<file path="src/core/spr_defines.svh">
/*
 * Register offsets, field positions, cause codes and timing counts
 * of the serial port register block. Assumes an 8-register window on
 * a byte-wide I/O bus and a 100 MHz core clock.
 */
`ifndef SPR_DEFINES_SVH
`define SPR_DEFINES_SVH

// Register offsets inside the 8-byte window
`define SPR_OFS_DATA 3'h0
`define SPR_OFS_IER 3'h1
`define SPR_OFS_IIR 3'h2
`define SPR_OFS_LCR 3'h3
`define SPR_OFS_SCR 3'h7

// Field positions
`define SPR_LCR_DIV_SEL 7
`define SPR_IER_RDA 0
`define SPR_IER_THRE 1
`define SPR_IER_RLS 2
`define SPR_IER_MS 3
`define SPR_FCR_EN 0
`define SPR_FCR_RX_CLR 1
`define SPR_FCR_TX_CLR 2

// Cause codes in identification bits 3:1
`define SPR_ID_MS 3'h0
`define SPR_ID_THRE 3'h1
`define SPR_ID_RDA 3'h2
`define SPR_ID_RLS 3'h3
`define SPR_ID_TMO 3'h6

// Receive trigger levels in bytes
`define SPR_TRIG_0 6'h01
`define SPR_TRIG_1 6'h04
`define SPR_TRIG_2 6'h08
`define SPR_TRIG_3 6'h0e

// Selectable base addresses
`define SPR_BASE_0 16'h03f8
`define SPR_BASE_1 16'h02f8
`define SPR_BASE_2 16'h03e8
`define SPR_BASE_3 16'h02e8

// Reference clock synthesised from the core clock
`define SPR_REF_HZ 27'd1843200
`define SPR_CLK_HZ 27'd100000000
// Four characters of ten bits at sixteen ticks a bit
`define SPR_TMO_TICKS 10'h280

`endif

</file>
<file path="src/core/spr_pkg.sv">
/*
 * Types of the serial port register block: the state records of the
 * top module and of the bit-rate generator. Assumes spr_defines.svh.
 */
package spr_pkg;

   typedef logic [1:0] spr_trig_t;

   typedef struct packed {
      logic [26:0] acc;
      logic [15:0] cnt;
      logic tick;
   } spr_baud_s;

   typedef struct packed {
      logic [1:0] sel_s1;
      logic [1:0] sel_s2;
      logic [1:0] sel_s3;
      logic [1:0] port_sel;
      logic [7:0] ier;
      logic [7:0] lcr;
      logic [7:0] scr;
      logic [15:0] div;
      logic fifo_en;
      spr_trig_t trig;
      logic ls_f;
      logic rda_f;
      logic thre_f;
      logic ms_f;
      logic tmo_f;
      logic rda_lvl;
      logic tx_empty_q;
      logic [9:0] idle_cnt;
      logic [7:0] rdata;
      logic irq;
      logic [7:0] tx_data;
      logic tx_valid;
      logic rx_ready;
   } spr_regs_s;

endpackage

</file>
<file path="src/core/spr_fifo_if.sv">
/*
 * Carrier between the register block and its byte queues: fill side,
 * drain side, flush and fill level. Assumes one clock for both sides.
 */
`timescale 1ns/1ns
interface spr_fifo_if #(parameter int W = 8, parameter int LW = 6);
   logic in_valid;
   logic in_ready;
   logic [W-1:0] in_data;
   logic out_valid;
   logic out_ready;
   logic [W-1:0] out_data;
   logic flush;
   logic [LW-1:0] level;

   modport fifo (input in_valid, in_data, out_ready, flush,
                 output in_ready, out_valid, out_data, level);
   modport user (output in_valid, in_data, out_ready, flush,
                 input in_ready, out_valid, out_data, level);
endinterface

</file>
<file path="src/core/spr_port.sv">
/*
 * Serial port register block: data and divisor latch, interrupt
 * enables, prioritised cause identification, queue control, scratch
 * byte and base decode. Assumes host strobes and line-side bytes are
 * on core_clk; the port select strap arrives asynchronously.
 */
`timescale 1ns/1ns
module spr_port
   import spr_pkg::*;
#(
   parameter int DEPTH = 32
) (
   input wire logic core_clk,
   input wire logic rst,
   input wire logic [15:0] io_addr,
   input wire logic io_rd,
   input wire logic io_wr,
   input wire logic [7:0] io_wdata,
   output logic [7:0] io_rdata,
   input wire logic [1:0] port_sel_pin,
   input wire logic rx_valid,
   input wire logic [7:0] rx_data,
   output logic rx_ready,
   input wire logic rx_err,
   input wire logic modem_chg,
   output logic tx_valid,
   output logic [7:0] tx_data,
   input wire logic tx_ready,
   output logic baud_tick,
   output logic intr_pending
);
`include "spr_defines.svh"

   localparam int LW = $clog2(DEPTH) + 1;

   // Base address of the window for a select code
   function automatic logic [15:0] port_base(input logic [1:0] sel);
      logic [15:0] b;
      unique case (sel)
         2'h0: b = `SPR_BASE_0;
         2'h1: b = `SPR_BASE_1;
         2'h2: b = `SPR_BASE_2;
         2'h3: b = `SPR_BASE_3;
      endcase
      return b;
   endfunction

   // True when an address falls in the selected window
   function automatic logic addr_hit(input logic [15:0] a, input logic [1:0] sel);
      logic [15:0] b;
      b = port_base(sel);
      return a[15:3] == b[15:3];
   endfunction

   // Trigger level in bytes for a threshold code
   function automatic logic [5:0] trig_count(input spr_trig_t t);
      logic [5:0] c;
      unique case (t)
         2'h0: c = `SPR_TRIG_0;
         2'h1: c = `SPR_TRIG_1;
         2'h2: c = `SPR_TRIG_2;
         2'h3: c = `SPR_TRIG_3;
      endcase
      return c;
   endfunction

   spr_regs_s s;
   spr_regs_s next_s;
   spr_fifo_if #(.W(8), .LW(LW)) rxq ();
   spr_fifo_if #(.W(8), .LW(LW)) txq ();

   logic div_sel;
   logic [2:0] off;
   logic rd;
   logic wr;
   logic iir_rd;
   logic fcr_wr;
   logic p_tmo;
   logic p_ls;
   logic p_rda;
   logic p_thre;
   logic p_ms;
   logic pend;
   logic [2:0] code;
   logic [7:0] iir;
   logic rx_push;
   logic rx_pop;
   logic rda_now;
   logic rda_set;
   logic thre_set;
   logic tmo_set;

   spr_fifo #(.W(8), .DEPTH(DEPTH)) u_rxq (
      .core_clk(core_clk),
      .rst(rst),
      .q(rxq.fifo)
   );

   spr_fifo #(.W(8), .DEPTH(DEPTH)) u_txq (
      .core_clk(core_clk),
      .rst(rst),
      .q(txq.fifo)
   );

   spr_baud u_baud (
      .core_clk(core_clk),
      .rst(rst),
      .div(s.div),
      .tick(baud_tick)
   );

   assign div_sel = s.lcr[`SPR_LCR_DIV_SEL];
   assign off = io_addr[2:0];
   assign rd = io_rd & addr_hit(io_addr, s.port_sel);
   assign wr = io_wr & addr_hit(io_addr, s.port_sel);
   assign fcr_wr = wr & (off == `SPR_OFS_IIR);
   assign iir_rd = rd & (off == `SPR_OFS_IIR) & !div_sel;

   assign p_tmo = s.tmo_f & s.ier[`SPR_IER_RDA];
   assign p_ls = s.ls_f & s.ier[`SPR_IER_RLS];
   assign p_rda = s.rda_f & s.ier[`SPR_IER_RDA];
   assign p_thre = s.thre_f & s.ier[`SPR_IER_THRE];
   assign p_ms = s.ms_f & s.ier[`SPR_IER_MS];
   assign pend = p_tmo | p_ls | p_rda | p_thre | p_ms;

   always_comb begin
      if (p_tmo) begin
         code = `SPR_ID_TMO;
      end else if (p_ls) begin
         code = `SPR_ID_RLS;
      end else if (p_rda) begin
         code = `SPR_ID_RDA;
      end else if (p_thre) begin
         code = `SPR_ID_THRE;
      end else begin
         code = `SPR_ID_MS;
      end
   end

   assign iir = {{2{s.fifo_en}}, 2'b00, code, ~pend};

   // Queue hookups toward the line and the host
   assign rx_push = rx_valid & s.rx_ready;
   assign rx_pop = rd & (off == `SPR_OFS_DATA) & !div_sel & rxq.out_valid;
   assign rxq.in_valid = rx_push;
   assign rxq.in_data = rx_data;
   assign rxq.out_ready = rx_pop;
   assign rxq.flush = fcr_wr & (!io_wdata[`SPR_FCR_EN] | io_wdata[`SPR_FCR_RX_CLR]);
   assign txq.in_valid = wr & (off == `SPR_OFS_DATA) & !div_sel;
   assign txq.in_data = io_wdata;
   assign txq.out_ready = !s.tx_valid | tx_ready;
   assign txq.flush = fcr_wr & (!io_wdata[`SPR_FCR_EN] | io_wdata[`SPR_FCR_TX_CLR]);

   assign rda_now = s.fifo_en ? (rxq.level >= LW'(trig_count(s.trig))) : rxq.out_valid;
   assign rda_set = rda_now & !s.rda_lvl;
   assign thre_set = (txq.level == '0) & !s.tx_empty_q;
   assign tmo_set = baud_tick & rxq.out_valid & !rx_push & !rx_pop
                    & (s.idle_cnt == 10'(`SPR_TMO_TICKS - 1'b1));

   // Register file, cause flags and output stages
   always_comb begin
      next_s = s;
      // Strap passes three flops, taken when the last two agree
      next_s.sel_s1 = port_sel_pin;
      next_s.sel_s2 = s.sel_s1;
      next_s.sel_s3 = s.sel_s2;
      if (s.sel_s2 == s.sel_s3) begin
         next_s.port_sel = s.sel_s3;
      end
      if (wr) begin
         unique case (off)
            `SPR_OFS_DATA: begin
               if (div_sel) begin
                  next_s.div[7:0] = io_wdata;
               end
            end
            `SPR_OFS_IER: begin
               if (div_sel) begin
                  next_s.div[15:8] = io_wdata;
               end else begin
                  next_s.ier = {4'h0, io_wdata[3:0]};
               end
            end
            `SPR_OFS_IIR: begin
               next_s.fifo_en = io_wdata[`SPR_FCR_EN];
               next_s.trig = io_wdata[7:6];
            end
            `SPR_OFS_LCR: next_s.lcr = io_wdata;
            `SPR_OFS_SCR: next_s.scr = io_wdata;
            default: begin
            end
         endcase
      end
      if (rd) begin
         unique case (off)
            `SPR_OFS_DATA: next_s.rdata = div_sel ? s.div[7:0] : rxq.out_data;
            `SPR_OFS_IER: next_s.rdata = div_sel ? s.div[15:8] : s.ier;
            `SPR_OFS_IIR: next_s.rdata = div_sel ? 8'h00 : iir;
            `SPR_OFS_LCR: next_s.rdata = s.lcr;
            `SPR_OFS_SCR: next_s.rdata = s.scr;
            default: next_s.rdata = 8'h00;
         endcase
      end
      // read clears reported cause, set wins
      next_s.tmo_f = tmo_set | (s.tmo_f & !rx_pop & rxq.out_valid
                     & !(iir_rd & pend & code == `SPR_ID_TMO));
      next_s.ls_f = rx_err | (s.ls_f & !(iir_rd & pend & code == `SPR_ID_RLS));
      next_s.rda_f = rda_set | (s.rda_f & rda_now
                     & !(iir_rd & pend & code == `SPR_ID_RDA));
      next_s.thre_f = thre_set | (s.thre_f & !txq.in_valid
                      & !(iir_rd & pend & code == `SPR_ID_THRE));
      next_s.ms_f = modem_chg | (s.ms_f & !(iir_rd & pend & code == `SPR_ID_MS));
      next_s.rda_lvl = rda_now;
      next_s.tx_empty_q = txq.level == '0;
      // Idle counter in sixteenth-bit ticks
      if (!rxq.out_valid | rx_push | rx_pop | tmo_set) begin
         next_s.idle_cnt = 10'h000;
      end else if (baud_tick) begin
         next_s.idle_cnt = 10'(s.idle_cnt + 1'b1);
      end
      next_s.irq = pend;
      // Transmit output stage
      if (txq.out_ready) begin
         next_s.tx_valid = txq.out_valid;
         next_s.tx_data = txq.out_data;
      end
      // Receive space, one byte deep while queues are off
      if (s.fifo_en) begin
         next_s.rx_ready = rxq.level <= LW'(DEPTH - 2);
      end else begin
         next_s.rx_ready = (rxq.level == '0) & !rx_push;
      end
   end

   always_ff @(posedge core_clk) begin
      if (rst) begin
         s <= '0;
      end else begin
         s <= next_s;
      end
   end

   assign io_rdata = s.rdata;
   assign rx_ready = s.rx_ready;
   assign tx_valid = s.tx_valid;
   assign tx_data = s.tx_data;
   assign intr_pending = s.irq;
endmodule

</file>
<file path="src/core/spr_fifo.sv">
/*
 * Flip-flop byte queue with valid/ready on both sides and flush.
 * Assumes DEPTH is a power of two and LW equals log2(DEPTH)+1.
 */
`timescale 1ns/1ns
module spr_fifo #(
   parameter int W = 8,
   parameter int DEPTH = 32
) (
   input wire logic core_clk,
   input wire logic rst,
   spr_fifo_if.fifo q
);
   localparam int AW = $clog2(DEPTH);

   typedef struct packed {
      logic [DEPTH-1:0][W-1:0] mem;
      logic [AW-1:0] wr;
      logic [AW-1:0] rd;
      logic [AW:0] cnt;
   } spr_fifo_s;

   spr_fifo_s s;
   spr_fifo_s next_s;
   logic push;
   logic pop;

   // Flags and read port
   assign q.in_ready = s.cnt != (AW+1)'(DEPTH);
   assign q.out_valid = s.cnt != '0;
   assign q.out_data = s.mem[s.rd];
   assign q.level = s.cnt;
   assign push = q.in_valid & q.in_ready;
   assign pop = q.out_valid & q.out_ready;

   // Pointer and count update, flush wins
   always_comb begin
      next_s = s;
      if (q.flush) begin
         next_s.wr = '0;
         next_s.rd = '0;
         next_s.cnt = '0;
      end else begin
         if (push) begin
            next_s.mem[s.wr] = q.in_data;
            next_s.wr = AW'(s.wr + 1'b1);
         end
         if (pop) begin
            next_s.rd = AW'(s.rd + 1'b1);
         end
         next_s.cnt = (AW+1)'(s.cnt + push - pop);
      end
   end

   always_ff @(posedge core_clk) begin
      if (rst) begin
         s <= '0;
      end else begin
         s <= next_s;
      end
   end
endmodule

</file>
<file path="src/core/spr_baud.sv">
/*
 * Bit-rate generator: synthesises the reference clock from the core
 * clock by phase accumulation, then divides it by the divisor latch.
 * Assumes the divisor is stable while in use; zero stops the ticks.
 */
`timescale 1ns/1ns
module spr_baud
   import spr_pkg::*;
(
   input wire logic core_clk,
   input wire logic rst,
   input wire logic [15:0] div,
   output logic tick
);
`include "spr_defines.svh"

   spr_baud_s s;
   spr_baud_s next_s;
   logic [26:0] sum;
   logic ref_t;

   assign sum = 27'(s.acc + `SPR_REF_HZ);
   assign ref_t = sum >= `SPR_CLK_HZ;
   assign tick = s.tick;

   always_comb begin
      next_s = s;
      next_s.tick = 1'b0;
      next_s.acc = ref_t ? 27'(sum - `SPR_CLK_HZ) : sum;
      if (div == 16'h0000) begin
         next_s.cnt = 16'h0000;
      end else if (ref_t) begin
         if (s.cnt <= 16'h0001) begin
            next_s.cnt = div;
            next_s.tick = 1'b1;
         end else begin
            next_s.cnt = 16'(s.cnt - 1'b1);
         end
      end
   end

   always_ff @(posedge core_clk) begin
      if (rst) begin
         s <= '0;
      end else begin
         s <= next_s;
      end
   end
endmodule

</file>
<file path="config.mk">
export PLATFORM = sky130hd
export DESIGN_NAME = spr_port
export DESIGN_NICKNAME = d
export VERILOG_FILES = /design/src/core/spr_pkg.sv /design/src/core/spr_fifo_if.sv /design/src/core/spr_port.sv /design/src/core/spr_fifo.sv /design/src/core/spr_baud.sv
export VERILOG_INCLUDE_DIRS = /design/src /design/src/core
export SDC_FILE = /design/constraint.sdc
export NUM_CORES = 2
export LEC_CHECK = 0
export BUFFER_PORTS_ARGS = -buffer_cell sky130_fd_sc_hd__buf_2
export CORE_UTILIZATION = 50
export DETAILED_ROUTE_END_ITERATION = 10
export PLACE_DENSITY = 0.71
export SETUP_SLACK_MARGIN = 0.1
export SYNTH_ARGS = -nofsm -noshare
export SYNTH_HDL_FRONTEND = slang
export SYNTH_SLANG_ARGS = --single-unit
</file>
<file path="constraint.sdc">
create_clock -name core_clk -period 2.8 [get_ports core_clk]
set_input_delay 0.14 -clock core_clk [delete_from_list [all_inputs] [get_ports core_clk]]
set_output_delay 0.14 -clock core_clk [all_outputs]
set_load 0.1 [all_outputs]
</file>
== Word level (Yosys, flattened, before mapping) ==
Index checks and enable logic that the tools add are counted.
Operators by class
  add/sub/neg operators: 12
  multipliers: 0
  divide/modulo/power cells: 0
  $lt $le $gt $ge: 10
  equality and inequality tests: 19
  shift-type cells: 0
  mux-type cells: 25
  bitwise operators: 64
  reduce and logical (&&, ||, !) cells: 38
Operators with widths (number)
  256-bit bitwise mux: 2
  8-bit binary-select mux with 5-bit select: 2
  8-bit demux with 5-bit select: 2
  16-bit one-hot mux with 4 select lines: 1
  8-bit two-way mux: 7
  1-bit AND: 44
  8-bit one-hot mux with 5 select lines: 1
  27-bit by 21-bit adder with 27-bit output, second input constant: 1
  27-bit greater-or-equal comparator, second input constant: 1
  27-bit two-way mux: 1
  27-bit subtractor, second input constant: 1
  5-bit by 6-bit < comparator with 1-bit output, second input constant: 4
  6-bit one-hot mux with 4 select lines: 1
  5-bit by 1-bit adder with 5-bit output, second input constant: 4
  16-bit by 1-bit <= comparator with 1-bit output, second input constant: 1
  16-bit logical NOT: 1
  16-bit two-way mux: 1
  16-bit by 1-bit subtractor with 16-bit output, second input constant: 1
  1-bit bitwise OR: 15
  1-bit logical NOT: 14
  13-bit equality test: 1
  6-bit by 1-bit adder with 6-bit output: 2
  3-bit by 2-bit equality test with 1-bit output, second input constant: 4
  6-bit logical NOT: 2
  24 further kinds: 54
Word-level totals
  register bits after elaboration: 671
  latch bits: 0
  bits in writable memories: 0
  memory bits (read-only): 0
  input bits: 42
  output and inout port bits: 20
  word-level logic and storage cells: 265
  memories kept: 0

== Depth between registers and ports, before layout ==
  depth after elaboration: 12
  mapped depth: 16

== Modules after synthesis ==
Synthesis repeated with hierarchy kept, for this count alone.
Unflattened totals
  cell total of the unflattened synthesis: 3104
  area, all modules: 31530.2 um2
Modules (own cells, without submodules)
  spr_fifo: instances 2, cells each 1162, area each 12443.2 um2, seq. area each 5445.2 um2
  spr_port: instances 1, cells each 448, area each 4041.4 um2, seq. area each 1661.6 um2
  spr_baud: instances 1, cells each 332, area each 2602.5 um2, seq. area each 720.7 um2

== Worst setup path before layout ==
No wires, ideal clock.
  path kind: register -> register
  start point: register s (netlist bit tx_valid)
  end point: register u_txq.s (netlist bit u_txq.q.level[4])
  setup time: 0.117 ns
  data arrival time: 2.902 ns
  data required time: 2.683 ns
  path slack: -0.219 ns
  cell stages (with the launch flop): 14
  buffers on the path: 2
  clock period less this slack: 3.019 ns
  cell sequence: dfxtp_1 > nand2b_1 > clkbuf_1 > and2_1 > clkbuf_1 > ha_1 > inv_1 > ha_1 > fa_1 > a21oi_1 > nor2_1 > nor2_1 > xor2_1 > nor2_1
Between the ends
  longest elaborated chain between the ends: 4
RTL lines
  start: declaration: RTL line spr_port.sv:67  | spr_regs_s s;
  start signal: assignment: RTL line spr_port.sv:239  | s <= next_s;
  1-bit logical NOT: RTL line spr_port.sv:151  | assign txq.out_ready = !s.tx_valid | tx_ready;
  1-bit bitwise OR: RTL line spr_port.sv:151
  1-bit AND: RTL line spr_fifo.sv:34  | assign pop = q.out_valid & q.out_ready;
  named net u_txq.pop: RTL line spr_fifo.sv:26  | logic pop;
  6-bit by 1-bit subtractor with 6-bit output: RTL line spr_fifo.sv:51  | next_s.cnt = (AW+1)'(s.cnt + push - pop);
  end signal: assignment: RTL line spr_fifo.sv:59  | s <= next_s;
  end: declaration: RTL line spr_fifo.sv:23  | spr_fifo_s s;
The timed path passes the listed nets, and every way through them passes these cells.
A chain may end at the register's enable or synchronous reset.

== Worst setup path in the final report ==
  start point: register u_rxq.s[6] in the netlist's numbering
  end point: register s (netlist bit io_rdata[3])
Between the ends
  longest elaborated chain between the ends: 4
RTL lines
  start: declaration: RTL line spr_fifo.sv:23
  start signal: assignment: RTL line spr_fifo.sv:59
  8-bit binary-select mux with 5-bit select: RTL line spr_fifo.sv:31  | assign q.out_data = s.mem[s.rd];
  8-bit two-way mux (implied by the code): RTL line spr_fifo.sv:31
  8-bit two-way mux: RTL line spr_port.sv:196  | `SPR_OFS_DATA: next_s.rdata = div_sel ? s.div[7:0] : rxq.out_data;
  8-bit one-hot mux with 5 select lines: RTL line spr_port.sv:195  | unique case (off)
No other way between the ends. The select of a mux whose other input is x is not followed.

==> results_dict.tcl <==
set metrics [dict create \
    clk_latency_ps 630 \
    cts_tree "built" \
    hold_class "in -> reg" \
    route.detailed.drc 0 \
    power.switching_uw 5950 \
    core_sq_um 60400 \
    root_buffer "clkbuf_16" \
    grt.total_usage 0.266 \
    drt-initial-drc-count 2460 \
    vias 26000 \
    die_h_microns 249 \
    htreeDepth 3 \
    yosysSeqAreaShare 0.435 \
    path_max_fanout 22 \
    io_pins 62 \
    final_nets 3639 \
    endpoint_kind "register" \
    required_ps 3280 \
    postLayoutCoreUtil 0.571 \
    powerDensity_nw_per_um2 649 \
    path_clk_slew_ps 60 \
    peakVddDrop_uv 415 \
    synth_cell_type_count 82 \
    finalHoldViolCount 0 \
    p_seq_frac 0.438 \
    synthArstFlopShare 0 \
    ys_ff_latch 663 \
    placedInstanceArea_sq_um 31900 \
    grt_max_degree 145 \
    syn_to_final_growth_pct 12.9 \
    combPwrFrac 0.132 \
    slew_headroom 0.305 \
    yosysWarnings 0 \
    wl_per_cell_microns 19.2 \
    syn_nets 3649 \
    finalWorstSetupSlack_ps 164 \
    syn_inst 3563 \
    swShare 0.266 \
    cts_buffers 72 \
    p_clk_frac 0.430 \
    avgViaCountPerCell 5.93 \
    status "complete, no violations" \
    p_int_uw 16400 \
    gp_congestion 0.939 \
    antenna_found_initial 1 \
    grt_setup_unrepaired "yes" \
    startpoint_type "register" \
    dieArea_sq_um 62100 \
    drive_above_1_share 0.158 \
    finalInstanceArea_sq_um 34500 \
    synth_area_sq_um 30500 \
    clock-sinks 663 \
    finalCriticalPeriod_ps 2640 \
    totalWireLength_microns 84200 \
    ys.flop_type "dfxtp_1" \
    drt-pass1-iter-count 5 \
    fmax_mhz 379 \
    gr-total-overflow 0 \
    clockBufferDepth 3 \
    report.final.slew_viol_count 0 \
    dp_slack_ps 95.3 \
    postSynthAreaPerCell_sq_um 8.57 \
    ant_nets 0 \
    worst_pin_slew_ps 1040 \
    critical_path_class "reg -> reg" \
    skew_ps 27.2 \
    placedCellCount 4247 \
    fin_crit_sh 0.941 \
    cp.arrival_ps 3110 \
    max_cap_violations 0 \
    p_leak_uw 0.0112 \
    num_rows 90 \
    fin_hold_ws_ps 23.8 \
    layoutNonFillerInstCount 4388 \
    grt_first_pass_wirelength_microns 134000 \
    port_buffers 61 \
    setup_viol 0 \
    place_hpwl_microns 52900 \
    die-width_microns 249 \
    grt_pass1_vias 24500 \
    start_util 0.506 \
    synth-edff-count 0 \
]
-- power groups by stage --
stage / registers (uW) / logic [uW] / clock network (uW)
after floorplan: 9990 / 2090 / 0
after global placement: 9990 / 2890 / 0
after detailed placement: 10000 / 2910 / 0
after CTS: 9790 / 2930 / 9710
after global routing: 9820 / 3220 / 10100
final: 9790 / 2950 / 9610
-- cells by family (layout without fill, tap and decap cells) --
family,Yosys count,after routing,synth area share
AND/OR/NAND/NOR,1556,1556,0.226
AO/OA/AOI/OAI,735,736,0.132
flip-flops,663,663,0.435
buffers and inverters,320,361,0.0441
multiplexers,196,196,0.130
XOR/XNOR,49,49,0.0147
adder cells (fa/ha/maj),44,44,0.0185
other,0,1,0
-- state kept, by name, indices dropped and copies added, names as in the netlist --
name / count
s: 58
u_baud.tick: 1
div_sel: 1
u_rxq.s: 266
iir: 1
u_txq.s: 266
intr_pending: 1
rx_ready: 1
io_rdata: 8
u_txq.q.level: 6
u_baud.s: 35
u_rxq.q.level: 6
tx_data: 8
next_s: 4
tx_valid: 1
-- critical path, cell delays in order (launching register included) --
cell and delay [ps]:
dfxtp_4 470, buf_12 250, mux4_2 580, mux4_2 530, mux2_2 320, a221oi_1 240
o21ai_0 110
-- path summary, 6_finish.rpt --
check	cells after the start	startpoint	end	slack, ps
worst max-delay path	6	u_rxq.s[6]$_SDFFE_PP0P_	io_rdata[3]$_SDFFE_PP0N_	160
worst min-delay path	2	rst	u_baud.s[25]$_SDFFE_PP0N_	20
worst max register to register	6	u_rxq.s[6]$_SDFFE_PP0P_	io_rdata[3]$_SDFFE_PP0N_	160
worst min register to register	1	s[30]$_SDFF_PP0_	s[34]$_SDFF_PP0_	420
-- repair_timing --
action / 4_1_cts / 5_1_grt
hold buffers: 7 / 0
buffers inserted: 0 / 5
resized for setup: 0 / 18
hold endpoints to repair: 8 / 0
endpoints found under the setup margin: 0 / 77
-- synth_stat cells, types with 6 or more instances --
| master | instances | area, sq um |
|---|---|---|
| nand2_1 | 953 | 3580 |
| dfxtp_1 | 663 | 13300 |
| a21oi_1 | 605 | 3030 |
| nand3_1 | 277 | 1390 |
| clkbuf_1 | 183 | 687 |
| mux4_2 | 160 | 3600 |
| nor2_1 | 130 | 488 |
| buf_1 | 42 | 158 |
| ha_1 | 42 | 526 |
| inv_1 | 41 | 154 |
| o21ai_0 | 39 | 195 |
| buf_2 | 29 | 145 |
| mux2i_1 | 27 | 270 |
| nand2_2 | 24 | 150 |
| xnor2_1 | 24 | 210 |
| xor2_1 | 24 | 210 |
| nor3_1 | 23 | 115 |
| buf_4 | 21 | 158 |
| and3_1 | 18 | 113 |
| a211oi_1 | 14 | 105 |
| and2_1 | 13 | 81.3 |
| nor2b_1 | 13 | 81.3 |
| or3_1 | 13 | 81.3 |
| nand4_1 | 11 | 68.8 |
| and3b_1 | 10 | 87.6 |
| mux2_2 | 9 | 101 |
| o31ai_1 | 9 | 67.6 |
| a21o_1 | 8 | 60.1 |
| nand2b_1 | 8 | 50.1 |
| nor2_4 | 8 | 90.1 |
| nor4_1 | 8 | 50.1 |
| nand3b_1 | 6 | 45.0 |
| nor3_2 | 6 | 60.1 |
| nor3b_1 | 6 | 45.0 |
-- through the flow --
stage	setup TNS [ps]	total power, uW
6_report	0	22400
5_1_grt	-12.7	23100
4_1_cts	0	22400
3_5_place_dp	0	12900
3_3_place_gp	0	12900
2_1_floorplan	0	12100
-- layout make-up --
type | instances | area, sq um
inverters | 41 | 154
well taps | 782 | 978
clock buffers | 107 | 2120
clock inverters | 19 | 253
fillers | 5292 | 25900
diodes | 1 | 2.50
repair buffers | 194 | 1650
multi-input cells | 2581 | 16000
flip-flops and latches | 663 | 13300
-- cells in the final DEF (no fill, tap or decap), types with 9 or more instances in the layout --
| cell type | count |
|---|---|
| or3_1 | 13 |
| buf_4 | 100 |
| inv_1 | 41 |
| and2_1 | 13 |
| xnor2_1 | 24 |
| mux2_2 | 9 |
| clkbuf_16 | 74 |
| nand2_2 | 24 |
| clkbuf_1 | 17 |
| o31ai_1 | 9 |
| nand4_1 | 11 |
| clkbuf_8 | 17 |
| buf_12 | 24 |
| dfxtp_1 | 653 |
| and3_1 | 18 |
| nand2_1 | 953 |
| nand3_1 | 277 |
| nor2b_1 | 13 |
| mux4_2 | 160 |
| mux2i_1 | 26 |
| ha_1 | 40 |
| a21oi_1 | 603 |
| nor3_1 | 21 |
| o21ai_0 | 39 |
| a211oi_1 | 14 |
| nor2_1 | 125 |
| buf_2 | 60 |
| xor2_1 | 23 |
-- per-layer routing --
layer  track usage  up-vias  share of wire  wire, microns
met2         0.415      955           0.45          38200
met3        0.0439      137          0.081           6790
met5             0        -        0.00021             18
li1              -    12300              -              -
met4        0.0912        2          0.025           2140
met1         0.374    12600           0.44          37000
No activity file was read; power rests on OpenSTA's default activity.
